[config.mk]
export PLATFORM = sky130hd
export DESIGN_NAME = ufdq_top
export DESIGN_NICKNAME = d
export VERILOG_FILES = /design/src/ufdq_pkg.sv /design/src/ufdq_top.sv
export VERILOG_INCLUDE_DIRS = /design/src /design/src/src
export SDC_FILE = /design/constraint.sdc
export NUM_CORES = 1
export LEC_CHECK = 0
export ABC_AREA = 1
export BUFFER_PORTS_ARGS = -buffer_cell sky130_fd_sc_hd__buf_2
export CORE_MARGIN = 4
export CORE_UTILIZATION = 45
export DETAILED_ROUTE_END_ITERATION = 6
export PLACE_DENSITY = 0.68
export SLEW_MARGIN = 20
export SYNTH_ARGS = -nofsm -noshare
export SYNTH_HDL_FRONTEND = slang
export SYNTH_SLANG_ARGS = --single-unit
[constraint.sdc]
create_clock -name clock -period 2.6 [get_ports clock]
set_input_delay 0.39 -clock clock [delete_from_list [all_inputs] [get_ports clock]]
set_output_delay 0.39 -clock clock [all_outputs]
set_load 0.05 [all_outputs]
[src/ufdq_map.svh]
// register offsets, field positions, reset values and timing counts for the frame/done-queue block
`ifndef UFDQ_MAP_SVH
`define UFDQ_MAP_SVH
`define UFDQ_DONE_HEAD_OFS 8'h30
`define UFDQ_FRAME_SPACING_OFS 8'h34
`define UFDQ_FRAME_COUNTDOWN_OFS 8'h38
`define UFDQ_DH_MSB 31
`define UFDQ_DH_LSB 4
`define UFDQ_FIT_BIT 31
`define UFDQ_FS_MAX_PACKET_BITS_MSB 30
`define UFDQ_FS_MAX_PACKET_BITS_LSB 16
`define UFDQ_FI_MSB 13
`define UFDQ_FI_LSB 0
`define UFDQ_FI_RESET 14'h2EDF
`define UFDQ_DONE_HEAD_MASK 32'hFFFFFFF0
`define UFDQ_FRAME_SPACING_MASK 32'hFFFF3FFF
`define UFDQ_BIT_TIME_NS 83
`define UFDQ_CLK_PERIOD_NS 20
`endif

[src/ufdq_pkg.sv]
// types shared by the frame/done-queue block
package ufdq_pkg;
  typedef enum logic [1:0] {
    UFDQ_IDLE = 2'b00,
    UFDQ_LINK = 2'b01,
    UFDQ_FLUSH = 2'b10
  } ufdq_state_e;
  // memory write request toward the system memory port
  typedef struct packed {
    logic valid;
    logic [31:0] addr;
    logic [31:0] data;
  } ufdq_memwr_s;
  // register access from the base-address decode
  typedef struct packed {
    logic wr;
    logic rd;
    logic [7:0] addr;
    logic [31:0] wdata;
  } ufdq_regreq_s;
endpackage

[src/ufdq_top.sv]
// frame interval timing and done-queue head handling for a full-speed host controller
// Functional notes
// - on descriptor completion write current head into its next-descriptor link
// - then head becomes the address of that just-completed descriptor
// - head register clears to zero whenever it is flushed to shared area
// - head is written to the shared communication area on each flush_req seen while idle with no td_done
// - head occupies bits 31:4; bits 3:0 reserved, read zero
// - at every frame start load bits 30:16 into packet budget counter
// - budget counter shows bits one transaction may move without overrun
// - bits 13:0 give start-of-frame spacing in bit times
// - frame interval resets to 11999; all other bits reset zero
// - remaining counter decrements per bit time, reloads from interval after zero
// - at zero the interval toggle is copied into remaining toggle
// - entering operational state reloads remaining counter from interval
`timescale 1ns/10ps
`include "ufdq_map.svh"
module ufdq_top import ufdq_pkg::*; #(
  parameter int BIT_CYCLES = (`UFDQ_BIT_TIME_NS + `UFDQ_CLK_PERIOD_NS - 1) / `UFDQ_CLK_PERIOD_NS,
  parameter logic [31:0] SHARED_HEAD_ADDR = 32'h00000084
) (
  input wire logic clock,
  input wire logic rst_n,
  input wire ufdq_regreq_s reg_req,
  output logic [31:0] reg_rdata,
  input wire logic operational_state,
  input wire logic td_done,
  input wire logic [31:0] td_addr,
  output logic td_ready,
  input wire logic flush_req,
  output ufdq_memwr_s mem_wr,
  input wire logic mem_ack,
  input wire logic [14:0] xact_bits,
  input wire logic xact_req,
  output logic xact_grant,
  output logic sof_pulse,
  output logic [14:0] budget_bits
);
  logic [27:0] done_queue_head_ptr_reg;
  logic interval_toggle_reg;
  logic [14:0] fs_max_packet_bits_reg;
  logic [13:0] frame_interval_bits_reg;
  logic [13:0] frame_remaining_count_reg;
  logic remaining_toggle_reg;
  logic [14:0] budget_reg;
  logic [7:0] bit_div_reg;
  logic oper_d_reg;
  logic sof_reg;
  ufdq_state_e state_reg;
  ufdq_memwr_s mem_reg;
  logic [31:0] pend_addr_reg;
  logic bit_tick;
  logic wr_head;
  logic wr_spacing;
  logic oper_rise;
  logic frame_zero;
  logic [31:0] spacing_word;
  logic [31:0] countdown_word;

  // bit time is rounded up to whole system clocks, so frames run slightly long
  // against the true bit rate; software trims the interval to compensate
  localparam logic [7:0] BIT_LAST = 8'(BIT_CYCLES - 1);

  function automatic logic [31:0] ufdq_head_word(input logic [27:0] ptr);
    ufdq_head_word = {ptr, 4'h0};
  endfunction

  function automatic logic [27:0] ufdq_head_field(input logic [31:0] word);
    ufdq_head_field = word[`UFDQ_DH_MSB:`UFDQ_DH_LSB];
  endfunction

  function automatic logic ufdq_write_hit(input ufdq_regreq_s req, input logic [7:0] ofs);
    ufdq_write_hit = req.wr && (req.addr == ofs);
  endfunction

  assign wr_head = ufdq_write_hit(reg_req, `UFDQ_DONE_HEAD_OFS);
  assign wr_spacing = ufdq_write_hit(reg_req, `UFDQ_FRAME_SPACING_OFS);
  assign bit_tick = (bit_div_reg == BIT_LAST);
  assign oper_rise = operational_state && !oper_d_reg;
  assign frame_zero = (frame_remaining_count_reg == 14'h0000);

  // bit-time strobe from the system clock
  // free-running, so the first frame after entry may end up to one bit time early
  always_ff @(posedge clock) begin
    if (!rst_n || bit_tick) begin
      bit_div_reg <= 8'h00;
    end else begin
      bit_div_reg <= bit_div_reg + 8'h01;
    end
  end

  // frame spacing register; writes accepted at any moment, take effect at next reload
  // bits 15:14 are not stored, so anything written there reads back as zero
  always_ff @(posedge clock) begin
    if (!rst_n) begin
      interval_toggle_reg <= 1'b0;
      fs_max_packet_bits_reg <= 15'h0000;
      frame_interval_bits_reg <= `UFDQ_FI_RESET;
    end else if (wr_spacing) begin
      interval_toggle_reg <= reg_req.wdata[`UFDQ_FIT_BIT];
      fs_max_packet_bits_reg <= reg_req.wdata[`UFDQ_FS_MAX_PACKET_BITS_MSB:`UFDQ_FS_MAX_PACKET_BITS_LSB];
      frame_interval_bits_reg <= reg_req.wdata[`UFDQ_FI_MSB:`UFDQ_FI_LSB];
    end
  end

  // frame countdown; only runs while operational
  always_ff @(posedge clock) begin
    if (!rst_n) begin
      frame_remaining_count_reg <= 14'h0000;
      remaining_toggle_reg <= 1'b0;
      oper_d_reg <= 1'b0;
      sof_reg <= 1'b0;
    end else begin
      oper_d_reg <= operational_state;
      sof_reg <= 1'b0;
      // entry restarts the frame at once; a count left from before a stop is never used
      if (oper_rise) begin
        frame_remaining_count_reg <= frame_interval_bits_reg;
        sof_reg <= 1'b1;
      end else if (operational_state && bit_tick) begin
        if (frame_zero) begin
          frame_remaining_count_reg <= frame_interval_bits_reg;
          // toggle moves only at a boundary, so software can tell when its interval took hold
          remaining_toggle_reg <= interval_toggle_reg;
          sof_reg <= 1'b1;
        end else begin
          frame_remaining_count_reg <= frame_remaining_count_reg - 14'h0001;
        end
      end
    end
  end

  // largest-packet budget: loaded at frame start, worn down by elapsed bit time
  always_ff @(posedge clock) begin
    if (!rst_n) begin
      budget_reg <= 15'h0000;
    end else if (sof_reg) begin
      budget_reg <= fs_max_packet_bits_reg;
    // floors at zero instead of wrapping, so an exhausted frame grants only zero-bit requests
    end else if (bit_tick && budget_reg != 15'h0000) begin
      budget_reg <= budget_reg - 15'h0001;
    end
  end

  assign budget_bits = budget_reg;
  // combinational so a request is answered in the cycle it is raised
  assign xact_grant = xact_req && (xact_bits <= budget_reg);
  // one clock wide, marks each frame start including the entry frame
  assign sof_pulse = sof_reg;

  // done-queue sequencer: one memory write per step, waits for mem_ack
  always_ff @(posedge clock) begin
    if (!rst_n) begin
      state_reg <= UFDQ_IDLE;
      mem_reg <= '0;
      pend_addr_reg <= 32'h00000000;
      done_queue_head_ptr_reg <= 28'h0000000;
    end else begin
      case (state_reg)
        UFDQ_IDLE: begin
          // completions go before a flush; a flush waiting behind one sees the new head
          if (td_done) begin
            // link word is the descriptor's first dword
            mem_reg <= '{1'b1, td_addr, ufdq_head_word(done_queue_head_ptr_reg)};
            pend_addr_reg <= td_addr;
            state_reg <= UFDQ_LINK;
          end else if (flush_req) begin
            mem_reg <= '{1'b1, SHARED_HEAD_ADDR,
                         ufdq_head_word(done_queue_head_ptr_reg)};
            state_reg <= UFDQ_FLUSH;
          end else if (wr_head) begin
            // a head write that meets a completion or flush is dropped, never merged
            done_queue_head_ptr_reg <= ufdq_head_field(reg_req.wdata);
          end
        end
        UFDQ_LINK: begin
          // the head moves only once the link word is in memory, so a stalled write
          // never leaves software a queue whose newest entry is not yet linked
          if (mem_ack) begin
            mem_reg <= '0;
            done_queue_head_ptr_reg <= ufdq_head_field(pend_addr_reg);
            state_reg <= UFDQ_IDLE;
          end
        end
        UFDQ_FLUSH: begin
          // cleared only after the shared copy is written, so the head is never lost
          if (mem_ack) begin
            mem_reg <= '0;
            done_queue_head_ptr_reg <= 28'h0000000;
            state_reg <= UFDQ_IDLE;
          end
        end
        default: begin
          state_reg <= UFDQ_IDLE;
        end
      endcase
    end
  end

  assign td_ready = (state_reg == UFDQ_IDLE);
  assign mem_wr = mem_reg;

  // reserved fields are packed as constant zero so reads never show stale write data
  assign spacing_word = {interval_toggle_reg, fs_max_packet_bits_reg, 2'b00,
                         frame_interval_bits_reg};
  assign countdown_word = {remaining_toggle_reg, 17'h00000, frame_remaining_count_reg};

  // register read data, registered; reserved bits read zero
  always_ff @(posedge clock) begin
    if (!rst_n) begin
      reg_rdata <= 32'h00000000;
    end else if (reg_req.rd) begin
      case (reg_req.addr)
        `UFDQ_DONE_HEAD_OFS: reg_rdata <= ufdq_head_word(done_queue_head_ptr_reg);
        `UFDQ_FRAME_SPACING_OFS: reg_rdata <= spacing_word;
        `UFDQ_FRAME_COUNTDOWN_OFS: reg_rdata <= countdown_word;
        default: reg_rdata <= 32'h00000000;
      endcase
    end
  end
endmodule

==> impl_results.md <==
* Status: complete, no violations
* GRT Util Overall at 22.5%
* Fillers at 2,213
* CTS Buf Count at 25
* Cell mode on critical path: nand2_1
* Synthesis Warnings at 0
* Antenna-violating nets left at 0
* Min Hold Slack at 0.0661 ns
* Post-synthesis cell area at 10,300 um2
* Slew @ Worst Pin at 0.762 ns
* Seq/Total Area, Yosys at 43.1%
* Share of post-route cells with drive strength above 1 at 18.1%
* Core area at 22,200 um2
* Minimum clock period at 2.47 ns
* Starting Density at 46.3%
* LEAKAGE at 5.58 nW
* Post-synth EDFFs at 0
* Syn Area/Cell at 6.88 um2
* R2R Path Start: state_reg[0]
* Routed WL per cell at 15.2 um
* FMAX at 0.405 GHz
* Die Y-Extent at 159 um
* WHS Path Cells at 3
* GP Congestion at 0.940
* CP Max Fanout at 5
* Port Buffers at 206
* Seq. cell area at 4430 um2
* Design area at 12,300 um2
* Crit-path slowest cell: dfxtp_2
* DPL Wire Length at 21,300 um
* H-tree depth at 1
* Critical-path cell list: inv_1, ha_1, a21oi_1, o21ai_0, nand2_1, o211ai_1, nand3_1, nand2_1, a21boi_2, buf_6
* Total power at 9.71 mW
* Largest net degree at the start of global routing at 60
* Top_reg_cell synth: dfxtp_1
* Initial antenna violation count at 0
* Asr flop ratio synth at 0%
* Setup crit start: budget_bits[2]
* Post-layout util at 55.5%
* CP Class: reg -> out
* Cell count after synthesis at 1,493
* DRC viols at 0
* Pwr per Cell Area at 790 nW/um2
* CTS tree: built
* Detailed Route WL at 29,700 um
* N_diodes at 0
* Root buf cell: clkbuf_16
* Clock power share at 36.3%
* Peak ir drop on the vdd network at 0.000763 V
* CP Data Required Time at 2.21 ns
* Relative slew margins at 49.1%
* Die area at 25,300 um2
* Max-cap violations at 0
* Fin Setup TNS at 0 ns
* Global route overflow at 0
* Flops & latches, synth at 221
* CTS Buffer Depth at 3
* Io pins at 211
* Reg power frac at 40.0%
* Final Max Tran Viols at 0
* Multi-input logic area at 4910 um2
* Final hold viol count at 0
* Worst-path clk slew at 0.06 ns
* Vias in the first global route at 9,413
* CP Capture Type: primary output
* Vias/cell at 5.12
* Synth-to-Final Area Change at 19.8%
* Placed inst area at 11,400 um2
* Net Sw Frac at 33.2%
* Worst Reg2Reg Path Length in Cells at 12
* Largest register FFs at 61
* Distinct cells, synth at 34
* Die Wd at 159 um
* Skew final at 0.0218 ns
* CP max stage delay at 0.37 ns
* Clk Latency, worst-skew pair at 0.53 ns
* RSZ-0062 raised after global routing: no
* Final setup fails at 0
* Hold crit path type: in -> reg
* Internal at 6.49 mW
* CTS sink cnt at 221
* Logic pwr share at 23.7%
* Period utilization at 94.9%
* Drt first pass iters at 5
* Final net count at 1,778
* Critical path arrival at 2.08 ns
* Startpoint types: flip-flop
* Core Rows at 54
* CTS Hold Buffers Added at 0
* Source of the worst hold timing path: reg_req[1]
* First DRT Iteration DRCs at 684
* Vias after detailed routing at 9,996
* Switch Pwr at 3.23 mW
* First-pass GRT wire length at 48,600 um
## layout make-up
type	instances	share of cell area (%)
multi-input combinational	1045	39.9
timing repair buffer	229	10.2
sequential	221	36.1
clock inverter	6	0.509
clock buffer	36	6.24
tap	280	2.85
inverter	137	4.20
## path summary, 6_finish.rpt
check                                                  end  slack (ns)
worst max-delay path                            xact_grant        0.13
worst min-delay path            frame_interval_bits_reg[1]        0.07
worst max register to register                  mem_wr[34]        0.48
worst min register to register                   mem_wr[6]        0.46
## cells in the final DEF, fill, tap and decap left out, drive strengths merged, types with 4 or more instances in the layout
master,n
nand2,457
buf,229
dfxtp,221
a21oi,188
inv,139
nor2,117
nand3,103
o21ai,89
clkbuf,36
a211oi,26
ha,23
nand4,13
xor2,9
nor3,6
conb,4
## per-layer routing
| layer | wire, um | share of wire (%) | track usage (%) | vias up |
|---|---|---|---|---|
| met4 | 535 | 1.8 | 4.93 | 0 |
| li1 | - | - | - | 5137 |
| met1 | 14500 | 49 | 32.8 | 4494 |
| met3 | 2210 | 7.4 | 4.71 | 39 |
| met5 | 0 | 0 | 0 | - |
| met2 | 12500 | 42 | 34.5 | 326 |
## through the flow
stage	worst slack [ns]	cells
2_1_floorplan	0.148	1496
3_3_place_gp	0.593	1912
3_5_place_dp	0.496	1912
4_1_cts	0.0571	1954
5_1_grt	0.00722	1954
6_report	0.133	1954
## power by group through the flow
stage	clock [mW]	combinational [mW]	sequential [mW]
4_1_cts	3.61	2.30	3.88
3_5_place_dp	0	2.29	3.95
2_1_floorplan	0	1.39	4.27
6_report	3.53	2.30	3.88
3_3_place_gp	0	2.26	3.94
5_1_grt	3.74	2.58	3.91
## Yosys cell counts (2+ instances only)
master / number / area share, %
buf_2: 26 / 1.3
buf_6: 3 / 0.33
dfxtp_1: 221 / 43
ha_1: 23 / 2.8
a211oi_1: 26 / 1.9
inv_2: 6 / 0.22
o21ai_1: 4 / 0.20
xnor2_1: 3 / 0.26
nand2_1: 455 / 17
xor2_1: 9 / 0.77
a21oi_1: 188 / 9.2
inv_1: 130 / 4.8
buf_1: 5 / 0.18
o211ai_1: 3 / 0.22
nand4_1: 12 / 0.73
nor3_1: 5 / 0.24
nor2_1: 112 / 4.1
nor4_1: 2 / 0.12
clkbuf_1: 44 / 1.6
nand3_1: 102 / 5.0
nor2_2: 4 / 0.24
buf_4: 15 / 1.1
o21ai_0: 84 / 4.1
## repair_timing
action | CTS | global route
buffers inserted | 0 | 0
gates resized for setup | 1 | 10
endpoints found under the setup margin | 1 | 1
## cell families after synthesis
group | after synthesis | share of synthesized area (%)
AOI/OAI and AO/OA | 307 | 15.7
xor gates and xnor gates | 12 | 1.02
adders and majority gates | 23 | 2.80
buffers and inverters | 230 | 9.50
DFF | 221 | 43.1
other | 1 | 0.0365
and+or+nand+nor | 699 | 27.8
## critical path: cells and delay by family (launching register included)
family | cells | cell delay [ns]
DFF | 1 | 0.37
and+or+nand+nor | 3 | 0.21
adders and majority gates | 1 | 0.30
AOI/OAI and AO/OA | 4 | 0.44
buffers and inverters | 2 | 0.25
No activity file was read; power rests on OpenSTA's default activity.
